### config.mk
export PLATFORM = sky130hd
export DESIGN_NAME = mrsl_link
export DESIGN_NICKNAME = d
export VERILOG_FILES = /design/src/hdl/mrsl_pkg.sv /design/src/hdl/mrsl_link.sv
export VERILOG_INCLUDE_DIRS = /design/src /design/src/hdl
export SDC_FILE = /design/constraint.sdc
export NUM_CORES = 1
export LEC_CHECK = 0
export ABC_AREA = 1
export BUFFER_PORTS_ARGS = -buffer_cell sky130_fd_sc_hd__buf_2
export CAP_MARGIN = 20
export CORE_MARGIN = 3
export CORE_UTILIZATION = 45
export DETAILED_ROUTE_END_ITERATION = 6
export HOLD_SLACK_MARGIN = 0.06
export PLACE_DENSITY_LB_ADDON = 0.3
export SLEW_MARGIN = 5
export SYNTH_ARGS = -nofsm -noshare
export SYNTH_HDL_FRONTEND = slang
export SYNTH_SLANG_ARGS = --single-unit
### constraint.sdc
create_clock -name clk_in -period 1.9 [get_ports clk_in]
set_input_delay 0.285 -clock clk_in [delete_from_list [all_inputs] [get_ports clk_in]]
set_output_delay 0.285 -clock clk_in [all_outputs]
set_load 0.01 [all_outputs]
### src/hdl/mrsl_defs.svh
// constants of the modbus rtu slave serial front end
// assumes a 50 mhz system clock; included by bare name
`ifndef MRSL_DEFS_SVH
`define MRSL_DEFS_SVH

// ==========================================================================
// clock and times
`define MRSL_CLK_HZ        50000000
`define MRSL_RESTORE_S     5
`define MRSL_RESTORE_CYC   (`MRSL_CLK_HZ * `MRSL_RESTORE_S)

// ==========================================================================
// serial_line_setup holding register and its fields
`define MRSL_SETUP_ADDR    16'h0111
`define MRSL_SETUP_RST     16'h0009
`define MRSL_SPD_LSB       0
`define MRSL_SPD_MSB       2
`define MRSL_PAR_BIT       3

// ==========================================================================
// speed codes and bit periods in clock cycles (rounded down)
`define MRSL_SPD_9600      3'h0
`define MRSL_SPD_19200     3'h1
`define MRSL_SPD_38400     3'h2
`define MRSL_SPD_57600     3'h3
`define MRSL_DIV_9600      13'(`MRSL_CLK_HZ / 9600)
`define MRSL_DIV_19200     13'(`MRSL_CLK_HZ / 19200)
`define MRSL_DIV_38400     13'(`MRSL_CLK_HZ / 38400)
`define MRSL_DIV_57600     13'(`MRSL_CLK_HZ / 57600)
`define MRSL_DIV_115200    13'(`MRSL_CLK_HZ / 115200)

// ==========================================================================
// station addresses and frame silence
`define MRSL_STATION_RST   8'h01
`define MRSL_STATION_MIN   8'h01
`define MRSL_STATION_MAX   8'hf7
`define MRSL_BCAST_ADDR    8'h00
`define MRSL_GAP_BITS      6'h23
`define MRSL_BITS_PAR      4'ha
`define MRSL_BITS_NOPAR    4'h9

`endif

### src/hdl/mrsl_pkg.sv
// types of the modbus rtu slave serial front end
// assumes mrsl_defs.svh for all numeric constants
package mrsl_pkg;

    // ======================================================================
    // state machines, one-hot
    typedef enum logic [1:0] {
        MRSL_RX_IDLE = 2'h1,
        MRSL_RX_RUN  = 2'h2
    } mrsl_rx_t;

    typedef enum logic [1:0] {
        MRSL_TX_IDLE = 2'h1,
        MRSL_TX_RUN  = 2'h2
    } mrsl_tx_t;

    // ======================================================================
    // whole state of the link block
    typedef struct packed {
        logic [2:0]  rs_s;
        logic [2:0]  ua_s;
        logic [2:0]  jp_s;
        logic        rs_lv;
        logic        ua_lv;
        logic        jp_lv;
        logic [15:0] setup;
        logic [7:0]  station;
        logic [15:0] pend;
        logic        pend_v;
        mrsl_rx_t    rx_st;
        logic [12:0] rx_cnt;
        logic [3:0]  rx_bit;
        logic [9:0]  rx_sh;
        logic [12:0] gap_cnt;
        logic [5:0]  gap_bits;
        logic        frame_new;
        logic        accept;
        logic        bcast;
        logic        fwd;
        mrsl_tx_t    tx_st;
        logic [12:0] tx_cnt;
        logic [3:0]  tx_bit;
        logic [10:0] tx_sh;
        logic [27:0] rst_cnt;
        logic        restored;
        logic        rs485_tx;
        logic        rs485_de;
        logic        uart_tx;
        logic        rx_valid;
        logic        rx_sof;
        logic        rx_perr;
        logic [7:0]  rx_data;
        logic        tx_ready;
    } mrsl_state_t;

endpackage

### src/hdl/mrsl_link.sv
// serial front end of a modbus rtu slave: framing, address filter, reply
// driver, line passthrough and factory restore.
// assumes one 50 mhz clock, synchronous reset, and an on-board controller
// that decodes queries and writes the setup holding register through here.
`timescale 1ns/1ps
`include "mrsl_defs.svh"

module mrsl_link
    import mrsl_pkg::*;
#(
    parameter int unsigned RESTORE_CYC = `MRSL_RESTORE_CYC
)
(
    input  wire logic        clk_in,
    input  wire logic        sys_rst_in,
    input  wire logic        rs485_rx_in,
    input  wire logic        uart_rx_in,
    input  wire logic        factory_restore_in,
    input  wire logic        setup_wr_in,
    input  wire logic [15:0] setup_data_in,
    input  wire logic        station_wr_in,
    input  wire logic [7:0]  station_data_in,
    input  wire logic        tx_valid_in,
    input  wire logic [7:0]  tx_data_in,
    output logic             tx_ready_out,
    output logic             rs485_tx_out,
    output logic             rs485_de_out,
    output logic             uart_tx_out,
    output logic             rx_valid_out,
    output logic             rx_sof_out,
    output logic             rx_perr_out,
    output logic [7:0]       rx_data_out,
    output logic [15:0]      setup_out,
    output logic [7:0]       station_out
);

    // ======================================================================
    // state registers
    mrsl_state_t q;
    mrsl_state_t n;

    // bit period for the selected speed; unknown codes fall back to 115200
    function automatic logic [12:0] bit_div(input logic [2:0] code);
        unique case (code)
            `MRSL_SPD_9600:  bit_div = `MRSL_DIV_9600;
            `MRSL_SPD_19200: bit_div = `MRSL_DIV_19200;
            `MRSL_SPD_38400: bit_div = `MRSL_DIV_38400;
            `MRSL_SPD_57600: bit_div = `MRSL_DIV_57600;
            default:         bit_div = `MRSL_DIV_115200;
        endcase
    endfunction

    logic [12:0] div;
    logic        par;
    logic        line;
    logic [3:0]  nbits;
    logic [9:0]  sh;
    logic [7:0]  byte_v;

    // ======================================================================
    // next state
    always_comb
    begin
        n        = q;
        sh       = q.rx_sh;
        byte_v   = 8'h00;
        div      = bit_div(q.setup[`MRSL_SPD_MSB:`MRSL_SPD_LSB]);
        par      = q.setup[`MRSL_PAR_BIT];
        nbits    = par ? `MRSL_BITS_PAR : `MRSL_BITS_NOPAR;
        line     = q.rs_lv & q.ua_lv;  // both receivers share one data path
        n.rx_valid = 1'b0;
        n.rx_sof   = 1'b0;
        n.rx_perr  = 1'b0;

        // three-stage synchronisers, level taken once stages two and three agree
        n.rs_s = {q.rs_s[1:0], rs485_rx_in};
        n.ua_s = {q.ua_s[1:0], uart_rx_in};
        n.jp_s = {q.jp_s[1:0], factory_restore_in};
        if (q.rs_s[1] == q.rs_s[2])
            n.rs_lv = q.rs_s[2];
        if (q.ua_s[1] == q.ua_s[2])
            n.ua_lv = q.ua_s[2];
        if (q.jp_s[1] == q.jp_s[2])
            n.jp_lv = q.jp_s[2];

        // receiver: start edge, mid-bit sampling, lsb first
        unique case (q.rx_st)
            MRSL_RX_IDLE:
            begin
                if (q.tx_st == MRSL_TX_IDLE && !line)
                begin
                    n.rx_st    = MRSL_RX_RUN;
                    n.rx_cnt   = div >> 1;
                    n.rx_bit   = 4'h0;
                    n.gap_cnt  = 13'h0000;
                    n.gap_bits = 6'h00;
                end
            end
            MRSL_RX_RUN:
            begin
                if (q.rx_cnt != 13'h0000)
                    n.rx_cnt = q.rx_cnt - 13'h0001;
                else if (q.rx_bit == 4'h0)
                begin
                    n.rx_cnt = div;
                    n.rx_bit = 4'h1;
                    if (line)
                        n.rx_st = MRSL_RX_IDLE;  // glitch, not a start bit
                end
                else
                begin
                    n.rx_cnt = div;
                    n.rx_bit = q.rx_bit + 4'h1;
                    sh       = {line, q.rx_sh[9:1]};
                    n.rx_sh  = sh;
                    if (q.rx_bit == nbits)
                    begin
                        n.rx_st  = MRSL_RX_IDLE;
                        byte_v   = par ? sh[7:0] : sh[8:1];
                        n.rx_data = byte_v;
                        n.rx_perr = ~sh[9] | (par & ^sh[8:0]);
                        // first byte after silence carries the station address
                        if (q.frame_new)
                        begin
                            n.accept    = (byte_v == q.station) ||
                                          (byte_v == `MRSL_BCAST_ADDR);
                            n.bcast     = (byte_v == `MRSL_BCAST_ADDR);
                            n.frame_new = 1'b0;
                            n.rx_sof    = n.accept;
                        end
                        n.rx_valid = n.accept;
                    end
                end
            end
            default:
                n.rx_st = MRSL_RX_IDLE;
        endcase

        // silence of 35 bit periods, three and a half characters without parity, closes a frame
        if (q.rx_st == MRSL_RX_IDLE && n.rx_st == MRSL_RX_IDLE &&
            q.tx_st == MRSL_TX_IDLE && q.gap_bits != `MRSL_GAP_BITS)
        begin
            if (q.gap_cnt == div)
            begin
                n.gap_cnt  = 13'h0000;
                n.gap_bits = q.gap_bits + 6'h01;
                if (n.gap_bits == `MRSL_GAP_BITS)
                begin
                    n.frame_new = 1'b1;
                    n.fwd       = 1'b0;
                end
            end
            else
                n.gap_cnt = q.gap_cnt + 13'h0001;
        end

        // uart-side traffic owns the rs485 driver until its frame ends
        if (!q.ua_lv && q.tx_st == MRSL_TX_IDLE)
            n.fwd = 1'b1;

        // reply transmitter; requests after a broadcast or foreign frame drop
        unique case (q.tx_st)
            MRSL_TX_IDLE:
            begin
                if (tx_valid_in && q.tx_ready && q.accept && !q.bcast && line)
                begin
                    n.tx_st  = MRSL_TX_RUN;
                    n.tx_cnt = div;
                    n.tx_bit = nbits + 4'h1;  // start bit on top of the received count
                    n.tx_sh  = {1'b1, par ? ^tx_data_in : 1'b1, tx_data_in, 1'b0};
                    n.gap_cnt  = 13'h0000;
                    n.gap_bits = 6'h00;
                    n.frame_new = 1'b0;
                end
            end
            MRSL_TX_RUN:
            begin
                if (q.tx_cnt != 13'h0000)
                    n.tx_cnt = q.tx_cnt - 13'h0001;
                else
                begin
                    n.tx_cnt = div;
                    n.tx_sh  = {1'b1, q.tx_sh[10:1]};
                    n.tx_bit = q.tx_bit - 4'h1;
                    if (q.tx_bit == 4'h1)
                        n.tx_st = MRSL_TX_IDLE;
                end
            end
            default:
                n.tx_st = MRSL_TX_IDLE;
        endcase

        // setup writes wait for an idle line so no character changes speed
        if (setup_wr_in)
        begin
            n.pend   = setup_data_in;
            n.pend_v = 1'b1;
        end
        else if (q.pend_v && n.rx_st == MRSL_RX_IDLE && n.tx_st == MRSL_TX_IDLE)
        begin
            n.setup  = q.pend;
            n.pend_v = 1'b0;
        end

        // out-of-range station addresses are refused
        if (station_wr_in && station_data_in >= `MRSL_STATION_MIN &&
            station_data_in <= `MRSL_STATION_MAX)
            n.station = station_data_in;

        // factory restore once the jumper has stood for the full time
        if (!q.jp_lv)
            n.rst_cnt = 28'h0000000;
        else if (!q.restored)
        begin
            n.rst_cnt = q.rst_cnt + 28'h0000001;
            if (q.rst_cnt == 28'(RESTORE_CYC - 1))
            begin
                n.station  = `MRSL_STATION_RST;
                n.setup    = `MRSL_SETUP_RST;
                n.pend_v   = 1'b0;
                n.restored = 1'b1;
            end
        end

        // pins: own reply on both sides, otherwise mirror the far side
        n.rs485_tx = (n.tx_st == MRSL_TX_RUN) ? n.tx_sh[0] : n.ua_lv;
        n.uart_tx  = (n.tx_st == MRSL_TX_RUN) ? n.tx_sh[0] : n.rs_lv;
        n.rs485_de = (n.tx_st == MRSL_TX_RUN) || n.fwd;
        n.tx_ready = (n.tx_st == MRSL_TX_IDLE) && (n.rx_st == MRSL_RX_IDLE) &&
                     n.frame_new;

        // synchronous reset to the default line setup
        if (sys_rst_in)
        begin
            n          = '0;
            n.rs_s     = 3'h7;
            n.ua_s     = 3'h7;
            n.rs_lv    = 1'b1;
            n.ua_lv    = 1'b1;
            n.setup    = `MRSL_SETUP_RST;
            n.station  = `MRSL_STATION_RST;
            n.rx_st    = MRSL_RX_IDLE;
            n.tx_st    = MRSL_TX_IDLE;
            n.rs485_tx = 1'b1;
            n.uart_tx  = 1'b1;
        end
    end

    // ======================================================================
    // state register
    always_ff @(posedge clk_in)
    begin
        q <= n;
    end

    // outputs straight from flops
    assign tx_ready_out = q.tx_ready;
    assign rs485_tx_out = q.rs485_tx;
    assign rs485_de_out = q.rs485_de;
    assign uart_tx_out  = q.uart_tx;
    assign rx_valid_out = q.rx_valid;
    assign rx_sof_out   = q.rx_sof;
    assign rx_perr_out  = q.rx_perr;
    assign rx_data_out  = q.rx_data;
    assign setup_out    = q.setup;
    assign station_out  = q.station;

    // ======================================================================
    // checks
    property p_rst_default;
        @(posedge clk_in) $past(sys_rst_in) && !sys_rst_in |->
            q.setup == `MRSL_SETUP_RST && q.station == `MRSL_STATION_RST;
    endproperty
    a_rst_default: assert property (p_rst_default) else $error("bad reset setup");

    property p_setup_idle;
        @(posedge clk_in) disable iff (sys_rst_in) $changed(q.setup) && !$rose(q.restored)
            |-> $past(q.pend_v) && q.setup == $past(q.pend);
    endproperty
    a_setup_idle: assert property (p_setup_idle) else $error("setup not from write");

    property p_restore;
        @(posedge clk_in) disable iff (sys_rst_in) $rose(q.restored) |->
            q.station == `MRSL_STATION_RST && q.setup == `MRSL_SETUP_RST && $past(q.jp_lv);
    endproperty
    a_restore: assert property (p_restore) else $error("restore values wrong");

    property p_station_range;
        @(posedge clk_in) disable iff (sys_rst_in)
            q.station >= `MRSL_STATION_MIN && q.station <= `MRSL_STATION_MAX;
    endproperty
    a_station_range: assert property (p_station_range) else $error("station range");

    property p_bcast_quiet;
        @(posedge clk_in) disable iff (sys_rst_in) q.bcast && q.tx_st == MRSL_TX_IDLE
            |=> q.tx_st == MRSL_TX_IDLE;
    endproperty
    a_bcast_quiet: assert property (p_bcast_quiet) else $error("broadcast answered");

    property p_one_talker;
        @(posedge clk_in) disable iff (sys_rst_in)
            q.tx_st == MRSL_TX_RUN |-> q.rx_st == MRSL_RX_IDLE;
    endproperty
    a_one_talker: assert property (p_one_talker) else $error("tx during rx");

    property p_de_own;
        @(posedge clk_in) disable iff (sys_rst_in)
            $rose(q.rs485_de) |-> q.tx_st == MRSL_TX_RUN || !$past(q.ua_lv);
    endproperty
    a_de_own: assert property (p_de_own) else $error("driver enabled idle");

    property p_mirror;
        @(posedge clk_in) disable iff (sys_rst_in)
            q.tx_st == MRSL_TX_IDLE |-> q.uart_tx == q.rs_lv && q.rs485_tx == q.ua_lv;
    endproperty
    a_mirror: assert property (p_mirror) else $error("passthrough broken");

    property p_filter;
        @(posedge clk_in) disable iff (sys_rst_in) q.rx_valid |-> q.accept &&
            (!q.rx_sof || q.rx_data == q.station || q.rx_data == `MRSL_BCAST_ADDR);
    endproperty
    a_filter: assert property (p_filter) else $error("foreign byte passed");

endmodule

# Word level (Yosys, flattened, before mapping)
# Cells that the tools add are included.
dict set report classes {
  add_sub_neg 8
  mul 0
  div_mod_pow 0
  order_cmp 2
  n_eq_ne 24
  shifts 0
  muxes 55
  bitwise 10
  reduce_logical 39
}
# cell count
set ops {}
lappend ops {{19-bit 2-to-1 mux} 4}
lappend ops {{24-bit 2-to-1 mux} 3}
lappend ops {{20-bit 2-to-1 mux} 3}
lappend ops {{28-bit one-hot mux with 2 select lines} 1}
lappend ops {{13-bit one-hot mux with 4 select lines} 1}
lappend ops {{13-bit 2-to-1 mux} 3}
lappend ops {{17-bit one-hot mux with 2 select lines} 1}
lappend ops {{16-bit 2-to-1 mux} 2}
lappend ops {{30-bit 2-to-1 mux} 1}
lappend ops {{28-bit by 1-bit adder with 28-bit output, second input constant} 1}
lappend ops {{28-bit == test, second input constant} 1}
lappend ops {{13-bit nonzero test} 2}
lappend ops {{13-bit by 1-bit subtractor with 13-bit output, second input constant} 2}
lappend ops {{1-bit 2-to-1 mux} 17}
lappend ops {{8-bit 2-to-1 mux} 2}
lappend ops {{1-bit logical AND} 15}
lappend ops {{15-bit 2-to-1 mux} 1}
lappend ops {{14-bit 2-to-1 mux} 1}
lappend ops {{2-bit 2-to-1 mux} 7}
lappend ops {{13-bit by 1-bit adder with 13-bit output, second input constant} 1}
lappend ops {{13-bit == test} 1}
lappend ops {{3-bit 2-to-1 mux} 4}
lappend ops {{10-bit 2-to-1 mux} 1}
lappend ops {{3-bit AND reduction} 3}
lappend ops {{36 further kinds} 60}
dict set report totals {
  reg_bits 179
  latchBits 0
  ramBits 0
  rom_bits 0
  in_bits 40
  output_inout_bits 39
  n_memories 0
}

# Longest topological paths before layout
dict set report logic_depth {
  ltp_word 14
  mapped_depth 16
}

# Worst setup path before layout
# No wires, ideal clock.
dict set report synth_timing {
  path_kind {register to register}
  start {reg q[125] in the netlist's numbering}
  end {reg q[91] in the netlist's numbering}
  t_arrival_ns 1.732
  required_ns 1.829
  slack_ns 0.097
  stages_incl_launch_ff 14
  n_path_buf 1
  synth_period_minus_slack_ns 1.803
  path_cell_list {dfxtp_1 -> inv_1 -> ha_1 -> nand2_1 -> nor2_4 -> inv_2 -> a21oi_2 -> nand2_2 -> nand3b_1 -> buf_6 -> nand2_2 -> inv_2 -> nand2_1 -> a21oi_1}
}
dict set report synth_between {
  elab_chain_len 11
  elab_cells_between_ends 16
  classes_between {eq/ne: 3; mux: 10; reduce/logical: 3}
}
# item line_no
set synth_rtl {}
lappend synth_rtl {{start, declared} mrsl_link.sv:39} ;# mrsl_state_t q;
lappend synth_rtl {{start signal, assigned} mrsl_link.sv:253} ;# q <= n;
lappend synth_rtl {{2-bit 2-to-1 mux (on tied branches)} {mrsl_link.sv:116, mrsl_link.sv:107}}
lappend synth_rtl {{19-bit 2-to-1 mux} mrsl_link.sv:103} ;# else if (q.rx_bit == 4'h0)
lappend synth_rtl {{2-bit 2-to-1 mux} mrsl_link.sv:101} ;# if (q.rx_cnt != 13'h0000)
lappend synth_rtl {{2-bit one-hot mux with 2 select lines} mrsl_link.sv:87} ;# unique case (q.rx_st)
lappend synth_rtl {{2-bit by 1-bit == test with 1-bit output} mrsl_link.sv:140} ;# if (q.rx_st == MRSL_RX_IDLE && n.rx_st == MRSL_RX_IDLE &&
lappend synth_rtl {{1-bit logical AND (2 in series)} mrsl_link.sv:140}
lappend synth_rtl {{1-bit logical AND (no line)} -}
lappend synth_rtl {{20-bit 2-to-1 mux *} mrsl_link.sv:140}
lappend synth_rtl {{20-bit 2-to-1 mux} mrsl_link.sv:165} ;# if (tx_valid_in && q.tx_ready && q.accept && !q.bcast && line)
lappend synth_rtl {{20-bit 2-to-1 mux *} mrsl_link.sv:162} ;# unique case (q.tx_st)
# Every way passes the cells marked *; elsewhere a longest branch is shown, timed or not. The select of a mux whose other input is x is not followed.
# A chain may end at the register's enable or synchronous reset.

# Worst setup path after layout
dict set report layout_timing {
  start {reg q[112] in the netlist's numbering}
  end {reg q (netlist bit setup_out[5])}
}
dict set report layout_between {
  elab_chain_len 11
}
# item line_no
set layout_rtl {}
lappend layout_rtl {{13-bit nonzero test *} mrsl_link.sv:101}
lappend layout_rtl {{2-bit 2-to-1 mux *} mrsl_link.sv:101}
lappend layout_rtl {{2-bit one-hot mux with 2 select lines *} mrsl_link.sv:87}
lappend layout_rtl {{2-bit by 1-bit == test with 1-bit output *} mrsl_link.sv:199} ;# else if (q.pend_v && n.rx_st == MRSL_RX_IDLE && n.tx_st == MRSL_TX_IDLE)
lappend layout_rtl {{1-bit logical AND * (2 in series)} mrsl_link.sv:199}
lappend layout_rtl {{16-bit 2-to-1 mux *} mrsl_link.sv:199}
lappend layout_rtl {{16-bit 2-to-1 mux *} mrsl_link.sv:194} ;# if (setup_wr_in)
lappend layout_rtl {{24-bit 2-to-1 mux} mrsl_link.sv:216} ;# if (q.rst_cnt == 28'(RESTORE_CYC - 1))
lappend layout_rtl {{24-bit 2-to-1 mux} mrsl_link.sv:213} ;# else if (!q.restored)
lappend layout_rtl {{24-bit 2-to-1 mux *} mrsl_link.sv:211} ;# if (!q.jp_lv)
# Every way passes the cells marked *; elsewhere a longest branch is shown, timed or not.

==> out/qor.tcl <==
set qor(unrepaired_setup_endpoints_after_global_routing) {yes}
set qor(setup.worst_path.start) {q[112]}
set qor(worst-slew-pin-transition_ns) 0.9317
set qor(cts-buffers-inserted) 17
set qor(grt_first_pass_wirelength_mm) 39.60
set qor(io_buffer_count) 78
set qor(finalPower_mw) 8.883
set qor(ctsLongestPathBuffers) 2
set qor(vias_in_the_first_global_route) 8459
set qor(ys_seq_elements) 178
set qor(cts.sink_count) 178
set qor(critical-path-slowest-cell) {sky130_fd_sc_hd__dfxtp_2}
set qor(reg2reg_to) {setup_out[5]}
set qor(clkSlewWorstSetupHoldPaths_ns) 0.08
set qor(starting_density_pct) 45.99
set qor(ff2ff_path_depth) 13
set qor(routed-wl-met3_um) 877
set qor(post_synth_inst_count) 1314
set qor(synth_edf_count) 0
set qor(failed_checks) {negative setup slack}
set qor(global_router_s_overall_resource_usage_pct) 21.43
set qor(drv.max_cap_violation_count) 0
set qor(holdCritStartpoint) {setup_data_in[11]}
set qor(hpwlAfterDp_mm) 17.56
set qor(area.growth.synth_to_final_pct) 28.32
set qor(routed_wl_met2_mm) 11.61
set qor(die_area_mm2) 0.02258
set qor(critical_path_buf_inv_count) 3
set qor(htreeDepth) 4
set qor(crit_top_cell) {sky130_fd_sc_hd__nand2_8}
set qor(setup.worst_path.class) {reg2reg}
set qor(synth_fp_nets) 1370
set qor(path_cells) {inv_2, ha_4, nand3_4, nor3_4, nand3_2, nand2_2, buf_6, nand2_8, nor2_8, buf_12, nand2_8, o21ai_2, nor2_1}
set qor(skew_ns) 0.01359
set qor(seqCellArea_mm2) 0.003580
set qor(worst_ep_arrival_time_ns) 2.29
set qor(gp_congestion) 0.9192
set qor(dieHeight_um) 150.3
set qor(timing.rr.start) {q[112]}
set qor(horizontal_die_dimension_um) 150.3
set qor(placed_cell_area_mm2) 0.01070
set qor(critPathLaunchType) {flop}
set qor(yosysWarningCount) 0
set qor(routed.top_layer) {met5}
set qor(hold-path-endpoint) {q[138]}
set qor(hold_viol) 0
set qor(worstHoldPathType) {in2reg}
set qor(postLayoutCellArea_mm2) 0.01202
set qor(finalCoreUtilization_pct) 59.01
set qor(wirelength_met1_mm) 11.09
set qor(tritoncts) {done}
set qor(ir_worst_vdd_mv) 0.6069
set qor(drive_above_1_share_pct) 27.83
set qor(synth-seq-area-share_pct) 38.05
set qor(layout_worst_path_cycle_share_pct) 103.3
set qor(yosys.cell_types.count) 50
set qor(finalSetupViolations) 24
set qor(route.antenna.remaining_nets) 0
set qor(drcViolationCount) 0
set qor(crit_path_max_incr_delay_ns) 0.33
set qor(relative_slew_margins_pct) 37.66
set qor(status) {complete, but fails checks}
set qor(finalNetCount) 1556
set qor(io-pin-count) 79
set qor(reg2reg_setup_slack_ns) -0.06
set qor(detail_route.wl_per_cell_um) 13.54
set qor(synth_area_per_cell_um2) 7.127
set qor(nFillCells) 1801
set qor(drt_iter0_markers) 505
set qor(preCtsSetupSlack_ns) -0.1335
set qor(timing.final.max_slew_violations) 0
set qor(yosys_most_used_dff) {sky130_fd_sc_hd__dfxtp_1}
set qor(drt-pass1-iter-count) 5
set qor(timing.hold.worst_path_depth) 3
set qor(fin_crit_ns) 1.962
set qor(p_per_area_mw_per_mm2) 739.1
set qor(coreArea_mm2) 0.02036
set qor(finalWirelength_mm) 24.14
set qor(avgViaCountPerCell) 5.065
set qor(cp_max_fo) 8
set qor(worst-path-stages) 13
set qor(finalWorstSetupSlack_ns) -0.06197
set qor(cellLeakagePower_nw) 5.277
set qor(post_synth_design_cell_area_mm2) 0.009365
set qor(antenna_found_initial) 1
set qor(clk_lat_worst_skew_ns) 0.44
set qor(rows) 52
set qor(route.vias.total) 9031
set qor(crit_path_end_kind) {flop}
set qor(clock.fmax_mhz) 509.7
set qor(ctsRootBufferMaster) {sky130_fd_sc_hd__clkbuf_16}
set qor(cp_data_required_time_ns) 2.23
set qor(multi_input_comb_area_mm2) 0.005221
set qor(grt_max_degree) 38
set qor(worst_path_dominant_cell_family) {simple AND/OR/NAND/NOR gates}
set qor(grt.overflow.total) 0
set qor(antenna_cells_inserted) 0
set qor(synth_async_sr_flop_share_pct) 0
## layer usage
layer	global-route usage (%)	up-vias
li1	-	4691
met5	0	-
met1	27.56	4121
met2	36.02	180
met4	7.548	2
met3	3.974	37
## synthesized netlist by cell type (16+ instances only)
master / n / area (um2)
sky130_fd_sc_hd__a21oi_1: 97 / 485.5
sky130_fd_sc_hd__buf_4: 34 / 255.2
sky130_fd_sc_hd__clkbuf_1: 23 / 86.33
sky130_fd_sc_hd__dfxtp_1: 178 / 3563
sky130_fd_sc_hd__ha_1: 16 / 200.2
sky130_fd_sc_hd__inv_1: 136 / 510.5
sky130_fd_sc_hd__nand2_1: 227 / 852.1
sky130_fd_sc_hd__nand3_1: 62 / 310.3
sky130_fd_sc_hd__nand4_1: 25 / 156.4
sky130_fd_sc_hd__nor2_1: 158 / 593.1
sky130_fd_sc_hd__nor3_1: 23 / 115.1
sky130_fd_sc_hd__o21ai_0: 117 / 585.6
sky130_fd_sc_hd__or2_2: 17 / 106.4
sky130_fd_sc_hd__xnor2_1: 20 / 175.2
sky130_fd_sc_hd__xor2_1: 33 / 289.0
## state kept, by name, indices dropped and copies added (netlist names)
register,flops
rs485_tx_out,1
station_out,8
uart_tx_out,1
rs485_de_out,1
q,139
tx_ready_out,1
rx_perr_out,1
rx_valid_out,1
setup_out,16
rx_sof_out,1
rx_data_out,8
## how the worst max path moves through the flow
stage | to | slack, ns
after floorplan | q[91] | 0.1
after global placement | setup_out[0] | -0.09
after detailed placement | setup_out[0] | -0.13
after CTS | setup_out[6] | -0.14
after global routing | setup_out[4] | -0.17
final | setup_out[5] | -0.06
## layout by cell type (no fill, tap or decap), drive strengths merged, types with 2 or more instances in the layout
| cell | instances |
|---|---|
| buf | 226 |
| o221ai | 3 |
| inv | 153 |
| nor3b | 6 |
| clkbuf | 17 |
| a22oi | 11 |
| nor2 | 175 |
| nand3b | 4 |
| a211oi | 8 |
| dfxtp | 178 |
| xor2 | 33 |
| nand2 | 244 |
| xnor2 | 20 |
| o21ai | 129 |
| o21a | 2 |
| o311ai | 2 |
| a21oi | 98 |
| nand4 | 25 |
| a221oi | 2 |
| nor3 | 28 |
| nor4 | 9 |
| a31oi | 3 |
| dlygate4sd3 | 8 |
| nand3 | 63 |
| clkinvlp | 3 |
| ha | 16 |
| o211ai | 8 |
| a32o | 2 |
| clkinv | 10 |
| or2 | 17 |
| o22ai | 2 |
| o32ai | 3 |
## cell type report
| type | instances | area share [%] |
|---|---|---|
| multi-input cells | 918 | 43.45 |
| flip-flops and latches | 178 | 29.79 |
| inverters | 151 | 4.820 |
| repair buffers | 234 | 14.21 |
| clock inverters | 15 | 1.385 |
| well taps | 270 | 2.811 |
| clock buffers | 17 | 3.540 |
## kinds of logic after synthesis
kind of cell | Yosys count | share of synthesized area (%)
AO/OA/AOI/OAI | 277 | 16.37
XOR/XNOR | 53 | 4.957
adder cells (fa/ha/maj) | 16 | 2.138
buffers and inverters | 220 | 10.61
flip-flops | 178 | 38.05
AND/OR/NAND/NOR | 570 | 27.88
## metrics by stage
stage	hold slack [ns]	TNS [ns]	cells
4_1_cts	0.06467	-1.801	1771
3_3_place_gp	0.3890	-0.4620	1724
3_5_place_dp	0.3952	-1.590	1724
5_1_grt	0.07126	-4.444	1783
2_1_floorplan	0.3691	0	1314
6_report	0.07064	-0.6949	1783
## worst reg2reg max path, delay by kind of cell (launching register included)
| family | cells | cell delay [ns] |
|---|---|---|
| flops | 1 | 0.33 |
| fa+ha+maj | 1 | 0.15 |
| compound gates | 1 | 0.16 |
| simple gates | 8 | 0.90 |
| buf+inv | 3 | 0.33 |
## power breakdown
| group | switching (mW) | leakage [nW] | total, mW | internal, mW |
|---|---|---|---|---|
| sequential | 0.106 | 1.45 | 3.95 | 3.84 |
| clock | 1.69 | 0.287 | 3.45 | 1.76 |
| combinational | 0.807 | 3.54 | 1.48 | 0.678 |
## timing repair
item | 4_1_cts | 5_1_grt
endpoints found under the setup margin | 45 | 83
resized for setup | 47 | 97
pin swaps | 28 | 48
hold buffers | 8 | 0
cloned | 3 | 0
endpoints found under the hold margin | 8 | 0
buffers inserted | 4 | 13
Note: power is estimated with default switching activity, not from simulation.
